**src/rtl/event_timer16_pkg.sv**
```systemverilog
/*
 * constants, source encodings and mode enumeration for the 16-bit event timer.
 * assumes nothing of its surroundings; included before the timer module.
 */
package event_timer16_pkg;
  // ************************************************************
  // count limits
  // ************************************************************
  localparam logic [15:0] COUNT_BOTTOM = 16'h0000; // bottom value
  localparam logic [15:0] COUNT_MAX = 16'hFFFF; // maximum value
  localparam logic [15:0] COUNT_ONE = 16'h0001; // increment step
  localparam logic [15:0] COMPARE_RESET = 16'h0000; // compare reset value
  // ************************************************************
  // clock source select encodings
  // ************************************************************
  localparam logic [2:0] SOURCE_DIV1 = 3'h0; // peripheral clock
  localparam logic [2:0] SOURCE_DIV2 = 3'h1; // peripheral clock / 2
  localparam logic [2:0] SOURCE_COMPANION = 3'h2; // companion timer clock
  localparam logic [2:0] SOURCE_EVENT = 3'h7; // event channel
  localparam logic [2:0] SOURCE_RESET = 3'h0; // select reset value
  // ************************************************************
  // operating modes; periodic first so it takes encoding 3'h0
  // ************************************************************
  typedef enum logic [2:0] {
    MODE_PERIODIC,
    MODE_TIMEOUT,
    MODE_CAPTURE_EVENT,
    MODE_CAPTURE_FREQ,
    MODE_CAPTURE_PW,
    MODE_CAPTURE_FREQ_PW,
    MODE_SINGLE,
    MODE_PWM8
  } timer_mode_e;
endpackage
```
**src/rtl/event_timer16_periodic_core.sv**
```systemverilog
/*
 * 16-bit event timer base: clock source selection, count limits and
 * periodic mode with capture/overflow flags, events and waveform output.
 * assumes control bits driven by same-clock logic; event input is from
 * outside and is synchronised here.
 */
`timescale 1ns/10ps
`default_nettype none
// Operation
// - counter clocked by peripheral, companion, or event
// - clock select picks prescaler output or event
// - companion clock selected advances with companion timer
// - bottom recognised at count zero
// - maximum recognised at count all ones
// - top is compare value in periodic mode
// - counter is sixteen bits wide
// - eight selectable operating modes exist
// - periodic mode after reset; MODE is an input here, which RSTN does not load
// - output enable drives pin over port value
// - enable starts counting at selected rate
// - count value readable at any time
// - top sets capture flag and capture event
// - compare below count wraps through maximum
// - maximum sets overflow flag and event
// - optional noise canceller before edge detection
// - periodic mode restarts from zero after top
module event_timer16_periodic_core
  import event_timer16_pkg::*;
#(
  parameter int WIDTH = 16,
  parameter int FILTER_LEN = 4
) (
  input wire logic MCLK,
  input wire logic RSTN,
  input wire logic ENABLE,
  input wire logic [2:0] CLOCK_SOURCE_SELECT,
  input wire timer_mode_e MODE,
  input wire logic COMPARE_OUTPUT_ENABLE,
  input wire logic NOISE_CANCEL_EN,
  input wire logic [WIDTH-1:0] COMPARE_CAPTURE_VALUE,
  input wire logic COMPANION_TIMER_TICK,
  input wire logic EVENT_IN,
  input wire logic PORT_OUT_VALUE,
  input wire logic CAPTURE_FLAG_CLR,
  input wire logic OVERFLOW_FLAG_CLR,
  output logic [WIDTH-1:0] COUNT_VALUE,
  output logic CAPTURE_FLAG,
  output logic OVERFLOW_FLAG,
  output logic CAPTURE_EVENT,
  output logic OVERFLOW_EVENT,
  output logic AT_BOTTOM,
  output logic AT_MAX,
  output logic PIN_OUT,
  output var timer_mode_e MODE_ACTIVE
);
  // ************************************************************
  // elaboration checks
  // ************************************************************
  if (WIDTH != 16) begin : g_width_chk
    $error("counter width must be 16");
  end
  if (FILTER_LEN < 2 || FILTER_LEN > 8) begin : g_filt_chk
    $error("filter length must be 2..8");
  end

  // ************************************************************
  // event input synchroniser and noise canceller
  // ************************************************************
  logic ev_meta_r; // first stage, read only by second
  logic ev_sync_r; // synchronised event level
  logic [FILTER_LEN-1:0] ev_hist_r; // filter history
  logic ev_filt_r; // filtered level
  logic ev_prev_r; // level for edge detection
  logic ev_level; // level fed to edge detector
  logic ev_rise; // rising edge tick

  // two-flop synchroniser
  always_ff @(posedge MCLK or negedge RSTN) begin
    if (!RSTN) begin
      ev_meta_r <= 1'b0;
      ev_sync_r <= 1'b0;
    end else begin
      ev_meta_r <= EVENT_IN;
      ev_sync_r <= ev_meta_r;
    end
  end

  // filter: output follows only a stable run of samples
  always_ff @(posedge MCLK or negedge RSTN) begin
    if (!RSTN) begin
      ev_hist_r <= '0;
      ev_filt_r <= 1'b0;
    end else begin
      ev_hist_r <= {ev_hist_r[FILTER_LEN-2:0], ev_sync_r};
      if (&ev_hist_r) begin
        ev_filt_r <= 1'b1;
      end else if (~|ev_hist_r) begin
        ev_filt_r <= 1'b0;
      end
    end
  end

  assign ev_level = NOISE_CANCEL_EN ? ev_filt_r : ev_sync_r;

  // edge detector state
  always_ff @(posedge MCLK or negedge RSTN) begin
    if (!RSTN) begin
      ev_prev_r <= 1'b0;
    end else begin
      ev_prev_r <= ev_level;
    end
  end

  // with the noise canceller on, a pulse held under FILTER_LEN cycles is missed
  assign ev_rise = ev_level & ~ev_prev_r;

  // ************************************************************
  // prescaler and clock source selection
  // ************************************************************
  logic div2_r; // divide-by-two toggle
  logic tick; // effective counter clock enable

  // divide-by-two enable generator
  always_ff @(posedge MCLK or negedge RSTN) begin
    if (!RSTN) begin
      div2_r <= 1'b0;
    end else begin
      div2_r <= ~div2_r;
    end
  end

  // choose the effective tick
  always_comb begin
    unique case (CLOCK_SOURCE_SELECT)
      SOURCE_DIV1: tick = 1'b1;
      SOURCE_DIV2: tick = div2_r;
      SOURCE_COMPANION: tick = COMPANION_TIMER_TICK;
      SOURCE_EVENT: tick = ev_rise;
      default: tick = 1'b0;
    endcase
  end

  // ************************************************************
  // counter
  // ************************************************************
  logic [WIDTH-1:0] count_r; // count register
  logic run; // counting this cycle
  logic hit_top; // top reached on this tick
  logic hit_max; // maximum reached on this tick

  assign run = ENABLE & tick;
  assign hit_top = run && (MODE == MODE_PERIODIC) && (count_r == COMPARE_CAPTURE_VALUE);
  assign hit_max = run && (count_r == COUNT_MAX);

  // count up, restart at top, wrap through max
  always_ff @(posedge MCLK or negedge RSTN) begin
    if (!RSTN) begin
      count_r <= COUNT_BOTTOM;
    end else if (run) begin
      if (hit_top || hit_max) begin
        count_r <= COUNT_BOTTOM;
      end else begin
        count_r <= count_r + COUNT_ONE;
      end
    end
  end

  assign COUNT_VALUE = count_r;
  assign AT_BOTTOM = (count_r == COUNT_BOTTOM);
  assign AT_MAX = (count_r == COUNT_MAX);
  assign MODE_ACTIVE = MODE;

  // ************************************************************
  // flags and events
  // ************************************************************
  logic capture_flag_r; // sticky capture flag
  logic overflow_flag_r; // sticky overflow flag
  logic capture_ev_r; // capture event pulse
  logic overflow_ev_r; // overflow event pulse

  // sticky flags, set wins over clear
  always_ff @(posedge MCLK or negedge RSTN) begin
    if (!RSTN) begin
      capture_flag_r <= 1'b0;
      overflow_flag_r <= 1'b0;
    end else begin
      if (hit_top) begin
        capture_flag_r <= 1'b1;
      end else if (CAPTURE_FLAG_CLR) begin
        capture_flag_r <= 1'b0;
      end
      if (hit_max) begin
        overflow_flag_r <= 1'b1;
      end else if (OVERFLOW_FLAG_CLR) begin
        overflow_flag_r <= 1'b0;
      end
    end
  end

  // single-cycle event pulses
  always_ff @(posedge MCLK or negedge RSTN) begin
    if (!RSTN) begin
      capture_ev_r <= 1'b0;
      overflow_ev_r <= 1'b0;
    end else begin
      capture_ev_r <= hit_top;
      overflow_ev_r <= hit_max;
    end
  end

  assign CAPTURE_FLAG = capture_flag_r;
  assign OVERFLOW_FLAG = overflow_flag_r;
  assign CAPTURE_EVENT = capture_ev_r;
  assign OVERFLOW_EVENT = overflow_ev_r;

  // ************************************************************
  // waveform output
  // ************************************************************
  logic wave_r; // waveform toggles at each top

  // toggle waveform on capture
  always_ff @(posedge MCLK or negedge RSTN) begin
    if (!RSTN) begin
      wave_r <= 1'b0;
    end else if (hit_top) begin
      wave_r <= ~wave_r;
    end
  end

  assign PIN_OUT = COMPARE_OUTPUT_ENABLE ? wave_r : PORT_OUT_VALUE;

  // ************************************************************
  // assertions
  // ************************************************************
  property p_capture_event;
    @(posedge MCLK) disable iff (!RSTN)
      hit_top |=> (CAPTURE_EVENT && CAPTURE_FLAG);
  endproperty
  a_capture_event: assert property (p_capture_event) else $error("capture not raised at top");

  property p_overflow_event;
    @(posedge MCLK) disable iff (!RSTN)
      (run && count_r == COUNT_MAX) |=> (OVERFLOW_EVENT && OVERFLOW_FLAG && count_r == COUNT_BOTTOM);
  endproperty
  a_overflow_event: assert property (p_overflow_event) else $error("overflow not raised at max");

  // an event pulse only ever follows its own condition
  property p_capture_origin;
    @(posedge MCLK) disable iff (!RSTN)
      CAPTURE_EVENT |-> $past(hit_top);
  endproperty
  a_capture_origin: assert property (p_capture_origin) else $error("stray capture event");

  property p_overflow_origin;
    @(posedge MCLK) disable iff (!RSTN)
      OVERFLOW_EVENT |-> $past(hit_max);
  endproperty
  a_overflow_origin: assert property (p_overflow_origin) else $error("stray overflow event");

  // waveform must flip once per top
  property p_wave_toggle;
    @(posedge MCLK) disable iff (!RSTN)
      hit_top |=> (wave_r != $past(wave_r));
  endproperty
  a_wave_toggle: assert property (p_wave_toggle) else $error("waveform did not toggle at top");

  property p_restart;
    @(posedge MCLK) disable iff (!RSTN)
      hit_top |=> (COUNT_VALUE == COUNT_BOTTOM);
  endproperty
  a_restart: assert property (p_restart) else $error("no restart after top");

  property p_pulse;
    @(posedge MCLK) disable iff (!RSTN)
      CAPTURE_EVENT |=> !CAPTURE_EVENT || $past(hit_top);
  endproperty
  a_pulse: assert property (p_pulse) else $error("capture event not a pulse");

  property p_sticky;
    @(posedge MCLK) disable iff (!RSTN)
      (CAPTURE_FLAG && !CAPTURE_FLAG_CLR) |=> CAPTURE_FLAG;
  endproperty
  a_sticky: assert property (p_sticky) else $error("capture flag dropped");

  property p_hold;
    @(posedge MCLK) disable iff (!RSTN)
      !ENABLE |=> $stable(COUNT_VALUE);
  endproperty
  a_hold: assert property (p_hold) else $error("count moved while disabled");

  property p_step;
    @(posedge MCLK) disable iff (!RSTN)
      (run && !hit_top && !hit_max) |=> (COUNT_VALUE == $past(COUNT_VALUE) + COUNT_ONE);
  endproperty
  a_step: assert property (p_step) else $error("count did not advance");

  property p_pin;
    @(posedge MCLK) disable iff (!RSTN)
      COMPARE_OUTPUT_ENABLE |-> (PIN_OUT == wave_r);
  endproperty
  a_pin: assert property (p_pin) else $error("waveform not on pin");

  property p_bottom;
    @(posedge MCLK) disable iff (!RSTN)
      hit_top |=> AT_BOTTOM;
  endproperty
  a_bottom: assert property (p_bottom) else $error("bottom not flagged");
endmodule
`default_nettype wire

```
**config.mk**
```make
export PLATFORM = sky130hd
export DESIGN_NAME = event_timer16_periodic_core
export DESIGN_NICKNAME = d
export VERILOG_FILES = /design/src/rtl/event_timer16_pkg.sv /design/src/rtl/event_timer16_periodic_core.sv
export SDC_FILE = /design/constraint.sdc
export NUM_CORES = 1
export LEC_CHECK = 0
export BUFFER_PORTS_ARGS = -buffer_cell sky130_fd_sc_hd__clkbuf_2
export CORE_ASPECT_RATIO = 1.4
export CORE_MARGIN = 8
export CORE_UTILIZATION = 51
export DETAILED_ROUTE_END_ITERATION = 7
export PLACE_DENSITY = 0.79
export RECOVER_POWER = 50
export SLEW_MARGIN = 20
export SYNTH_ARGS = -nofsm -noshare
export SYNTH_HDL_FRONTEND = slang
export SYNTH_SLANG_ARGS = --single-unit
```
**constraint.sdc**
```tcl
create_clock -name MCLK -period 2 [get_ports MCLK]
set_input_delay 0 -clock MCLK [delete_from_list [all_inputs] [get_ports MCLK]]
set_output_delay 0 -clock MCLK [all_outputs]
set_load 0.02 [all_outputs]
```
==> results.tsv, run 1 <==
metric	value	unit
outcome	complete, but fails checks	
failing checks	max-capacitance violations, max-slew violations	
total core area	3380	um2
area leader, netlist	dfrtp_1	
width of the chip	66.3	um
Clock Skew	0.00340	ns
Clock power frac	0.267	
Clock transition at path regs	0.06	ns
routability cong.	0.965	
total negative slack	0	ns
port buffer count	57	
Boundary Pins	58	
crit-path cells	xor2_1 -> or4_2 -> nor2_2 -> a31o_4 -> nor2_1	
Max stage delay on crit path	0.56	ns
Hold Crit Class	in -> reg	
clk sink count	30	
Starting Density	0.535	
post-DR wirelength/cell	16.6	um
Compound-Gate Fraction of Synth Area	0.0796	
iteration count of the initial detailed-routing pass	4	
Hold Vio Cnt, Final	0	
xor-xnor portion of the synthesized cell area	0.140	
Final period util	0.934	
first-pass GRT wire length	8000	um
total routed wirelength	4900	um
Net count, final	289	
Net Count, Synth	211	
CP delay by family, top	simple AND/OR/NAND/NOR gates	
fmax	535	MHz
Die ar.	5730	um2
worst path bufs/invs	0	
Yosys reg bits	30	
grt ovf	0	
post-CTS setup buffers	0	
startpoint types	flip-flop	
Cell variety after synth	42	
mux contribution to synthesized area	0.0138	
Routed Antenna Nets	0	
die height	86.5	um
Cell Int Power	0.00122	W
WP data required	2.16	ns
Std-Cell Rows	25	
Yosys warnings	0	
max cap viols	1	
post-synth top area share	0.415	
VDD IR-drop max	509	uV
Layout area overhead	28.7	%
DRC	0	
layout cells sized above 1	0.375	
Pwr Total	0.00186	W
hold slack	0.0223	ns
Post-Syn Area	1810	um2
critical path type	reg -> reg	
sequential-to-total area share from yosys stat	0.415	
Gate Count Post-Synth	177	
post-route insts no fill	296	
Post-Syn Area per Cell	10.2	um2
max-slew violation count	31	
RSZ-0062 raised after global routing	false	
vias in the first global route	1802	
switching share of power	0.344	
vias per inst	5.59	
dominant cells by area after synthesis	dfrtp_1 (42%), xnor2_1 (10%), nand4_1 (4.2%)	
Lkg Pwr	1.08	nW
worst-path fanout max	15	
via count	1656	
# diodes	0	
pin count of the biggest net entering global routing	31	
Net Sw Power	0.000639	W
initial antenna violation count	0	
Cell Pwr Density	798	nW/um2
initial drt markers	83	
Final Setup Violations	0	
Final Critical Period	1.87	ns
largest family of logic cells by synthesized area	simple AND/OR/NAND/NOR gates	
Seq pwr share	0.393	
Synth Area in Adders	0.0138	
combinational power share	0.339	
clk_lat worst skew	0.28	ns
clk root buf	clkbuf_8	
clock buffer count from CTS	5	
Rel. slew slack	-0.0430	
Slew @ Worst Pin	1.56	ns
CP arrival	2.03	ns
Max clock buf depth	2	
dpl hpwl	3970	um
Simple-Gate Fraction of Synth Area	0.266	
Inst Count DP	284	
Crit-path slowest cell	or4_2	
GRT Resource Usage Total	0.179	
Crit. End Element	flip-flop	
CTS H-tree depth	2	
CTS tree	built	
-- layout by cell type, fill, tap and decap left out, types with 2 or more instances in the layout --
master,Yosys,routed
buf_4,6,19
clkbuf_8,1,6
and4_1,2,2
clkbuf_1,0,9
a21oi_1,4,4
nor2_1,11,10
nand4_1,12,12
nand2_1,6,6
dfrtp_1,30,30
nor2_2,5,6
clkbuf_2,1,49
nand3_1,13,13
or3_1,3,3
and3_1,2,2
ha_1,2,2
nor4_1,6,6
xor2_1,8,8
o21ai_0,4,4
inv_1,12,12
nor3_1,6,6
xnor2_1,21,21
dlygate4sd3_1,0,4
-- cell usage after synthesis, drive strengths merged --
cell type and number:
o22ai 1, and4 2, dfrtp 30, clkbuf 2, nand2 6, and3 3, or4 2, o221ai 1
nor3 8, and2 1, o21ai 4, o221a 1, nor4b 1, nand3 13, mux2i 1, a21oi 4
nand4b 1, a31o 1, o31ai 1, nor4 7, xor2 8, buf 7, inv 12, ha 2
nor2 16, a211o 1, o31a 1, nand4 13, xnor2 21, or3 3, and2b 1, mux2 1
a31oi 1
-- timing repair --
action	CTS	global route
hold endpoints to repair	33	0
setup endpoints to repair	0	11
hold buffers	4	0
resized for setup	0	1
-- worst min-delay path, stage by stage --
cell and delay [ns]:
clkbuf_2 0.09, mux2i_2 0.11, inv_1 0.07
-- final timing paths --
| kind | cells after the start | from | slack [ns] | end |
|---|---|---|---|---|
| setup / recovery | 5 | COUNT_VALUE[7] | 0.13 | COUNT_VALUE[3] |
| hold / removal | 3 | NOISE_CANCEL_EN | 0.02 | ev_prev_r |
| min in group asynchronous | 2 | RSTN | 0.64 | ev_hist_r[2] |
| setup reg to reg | 5 | COUNT_VALUE[7] | 0.13 | COUNT_VALUE[3] |
| max in group asynchronous | 2 | RSTN | 0.45 | CAPTURE_FLAG |
| hold reg to reg | 0 | ev_meta_r | 0.35 | ev_sync_r |
-- per-layer routing --
layer,global-route usage,wire [um]
met1,0.191,1800
met2,0.299,2510
met3,0.0555,408
met4,0.105,180
met5,0,0
-- flip-flops by register name, indices dropped and copies added (netlist names) --
signal          cells
ev_prev_r           1
wave_r              1
div2_r              1
ev_filt_r           1
OVERFLOW_EVENT      1
ev_hist_r           4
CAPTURE_EVENT       1
ev_sync_r           1
COUNT_VALUE        16
CAPTURE_FLAG        1
OVERFLOW_FLAG       1
ev_meta_r           1
-- power groups by stage --
stage | clock network [W] | logic (W) | registers, W
4_1_cts | 0.000504 | 0.000634 | 0.000732
3_3_place_gp | 0 | 0.000613 | 0.000740
6_report | 0.000497 | 0.000630 | 0.000730
3_5_place_dp | 0 | 0.000621 | 0.000743
5_1_grt | 0.000529 | 0.000688 | 0.000740
2_1_floorplan | 0 | 0.000308 | 0.000822
-- layout make-up --
cell class | count | area (um2)
fill | 286 | 1050
multi-input combinational | 126 | 931
sequential | 30 | 751
timing repair buffer | 80 | 458
clock buffer | 7 | 86.3
tap | 40 | 50.0
inverter | 12 | 45.0
clock inverter | 1 | 5.00
-- through the flow --
step           worst slack (ns)  cell area, um2  utilization
2_1_floorplan            0.0638            1810            -
3_3_place_gp              0.162            2200        0.652
3_5_place_dp             0.0889            2200        0.652
4_1_cts                  0.0770            2330        0.691
5_1_grt                  0.0508            2330        0.689
6_report                  0.131            2330        0.689
-- kinds of logic (layout without fill, tap and decap cells) --
| kind of cell | Yosys count | in the layout |
|---|---|---|
| mux | 2 | 2 |
| buf+inv | 21 | 100 |
| fa+ha+maj | 2 | 2 |
| simple gates | 77 | 77 |
| compound gates | 16 | 16 |
| flops | 30 | 30 |
| xor+xnor | 29 | 29 |
Note: power is estimated with default switching activity, not from simulation.
==> run 2: changes to the inputs <==
CTS_BUF_LIST = sky130_fd_sc_hd__clkbuf_4 sky130_fd_sc_hd__clkbuf_8 sky130_fd_sc_hd__clkbuf_16   (was unset)
SLEW_MARGIN = unset   (was 20)
==> run 2 against run 1 <==
The flow still finishes with violations (max-capacitance violations, max-slew violations). Sequential power about the same. Design area increased by 0.16%. Critical endpoint unchanged. Highest routed layer unchanged. Clock skew increased by 0.00055 ns. Setup slack improved by 0.0050 ns. Register-to-register slack about the same. Sequential share of layout area decreased by 0.052 points. Largest cell class unchanged. Critical path depth unchanged.
==> results.tsv, run 2 (synthesis gave the netlist of run 1 again) <==
metric	value	unit	change
clk sink count	30		unchanged
Starting Density	0.535		unchanged
first-pass GRT wire length	7990	um	-0.17%
clk_lat worst skew	0.28	ns	about the same
Largest register FFs	16		unchanged
via count	1656		unchanged
WP data required	2.16	ns	about the same
RSZ-0062 raised after global routing	false		
vias per inst	5.59		unchanged
Std-Cell Rows	25		unchanged
Slew @ Worst Pin	1.57	ns	+0.00333 ns
CP arrival	2.03	ns	about the same
Hold Crit Class	in -> reg		
Crit. End Element	flip-flop		
startpoint types	flip-flop		
routability cong.	0.965		unchanged
max cap viols	1		unchanged
Routed Antenna Nets	0		unchanged
CTS H-tree depth	2		unchanged
port buffer count	57		unchanged
Lkg Pwr	1.08	nW	+0.32%
Final period util	0.932		-0.00248
most frequent cells in the layout	clkbuf_2 (49), dfrtp_1 (30), xnor2_1 (21)		
VDD IR-drop max	510	uV	+0.16%
Clock Skew	0.00395	ns	+0.000554 ns
Setup WS pre-CTS	0.0889	ns	unchanged
DRC	0		unchanged
Boundary Pins	58		unchanged
clk root buf	clkbuf_8		
worst-path fanout max	15		unchanged
outcome	complete, but fails checks		
Rel. slew slack	-0.0452		-0.00222
Final Critical Period	1.86	ns	-0.00496 ns
# diodes	0		unchanged
Clock transition at path regs	0.06	ns	about the same
FILL cells	285		-0.35%
Die ar.	5730	um2	unchanged
total routed wirelength	4870	um	-0.55%
failing checks	max-capacitance violations, max-slew violations		
GRT Resource Usage Total	0.179		-0.000263
PnR worst setup slack	0.136	ns	+0.00496 ns
clock buffer count from CTS	5		unchanged
dpl hpwl	3970	um	unchanged
grt ovf	0		unchanged
critical path type	reg -> reg		
width of the chip	66.3	um	unchanged
fmax	537	MHz	+0.27%
post-DR wirelength/cell	16.5	um	-0.55%
layout cells sized above 1	0.379		+0.00391
pin count of the biggest net entering global routing	31		unchanged
initial antenna violation count	0		unchanged
total core area	3380	um2	unchanged
iteration count of the initial detailed-routing pass	4		unchanged
vias in the first global route	1796		-0.33%
Layout area overhead	28.9	%	
leading cell type in the layout, fill and taps excluded	clkbuf_2		
die height	86.5	um	unchanged
Cell Pwr Density	803	nW/um2	+0.61%
Max clock buf depth	2		unchanged
total negative slack	0	ns	unchanged
initial drt markers	56		-33%
Hold Vio Cnt, Final	0		unchanged
CTS tree	built		
Final Setup Violations	0		unchanged
Net count, final	289		unchanged
max-slew violation count	31		unchanged
==> run 2: metal layers <==
| layer | GRT usage | vias up | wire length [um] |
|---|---|---|---|
| li1 | - | 781 | - |
| met1 | 0.192 | 784 | 1820 |
| met2 | 0.297 | 72 | 2500 |
| met3 | 0.0555 | 19 | 366 |
| met4 | 0.105 | 0 | 185 |
| met5 | 0 | - | 0 |
==> run 2: worst max-delay path, stage by stage, from the launching register on <==
cell     delay [ns]
dfrtp_1        0.43
xor2_1         0.17
or4_2          0.55
nor2_2         0.19
a31o_4         0.32
nor2_1         0.08
==> run 2: timing repair <==
action                                  in CTS  in global routing
hold buffers                                 4                  0
buffers inserted                             0                  0
hold endpoints to repair                    33                  0
resized for setup                            0                  1
endpoints found under the setup margin       0                 11
==> run 2: area by class of cell <==
class / count / area (um2) / share of cell area
multi-input cells: 126 / 931 / 0.400
inverters: 12 / 45.0 / 0.0193
repair buffers: 80 / 458 / 0.197
flip-flops and latches: 30 / 751 / 0.322
clock inverters: 1 / 5.00 / 0.00215
well taps: 40 / 50.0 / 0.0215
clock buffers: 7 / 90.1 / 0.0387
==> run 2: report_power, final <==
group	leakage, nW	total (W)	internal, W	switching (W)
Clock	0.0517	0.000510	0.000290	0.000220
Sequential	0.378	0.000731	0.000670	0.0000612
Combinational	0.649	0.000630	0.000271	0.000359
Total	1.08	0.00187	0.00123	0.000640
==> run 2: worst paths after layout <==
check | start | end | slack (ns) | depth (start not counted)
setup / recovery | COUNT_VALUE[7] | COUNT_VALUE[3] | 0.14 | 5
hold / removal | NOISE_CANCEL_EN | ev_prev_r | 0.02 | 3
setup reg to reg | COUNT_VALUE[7] | COUNT_VALUE[3] | 0.14 | 5
hold reg to reg | ev_meta_r | ev_sync_r | 0.35 | 0
max in group asynchronous | RSTN | CAPTURE_FLAG | 0.45 | 2
min in group asynchronous | RSTN | ev_hist_r[2] | 0.64 | 2
==> run 2: stage by stage <==
step / utilization / instances / power (W) / hold slack (ns) / cell area, um2
2_1_floorplan: - / 177 / 0.00113 / -0.296 / 1810
3_3_place_gp: 0.652 / 284 / 0.00135 / 0.0806 / 2200
3_5_place_dp: 0.652 / 284 / 0.00136 / 0.0995 / 2200
4_1_cts: 0.692 / 296 / 0.00188 / 0.0210 / 2340
5_1_grt: 0.690 / 296 / 0.00197 / 0.0459 / 2330
6_report: 0.690 / 296 / 0.00187 / 0.0219 / 2330
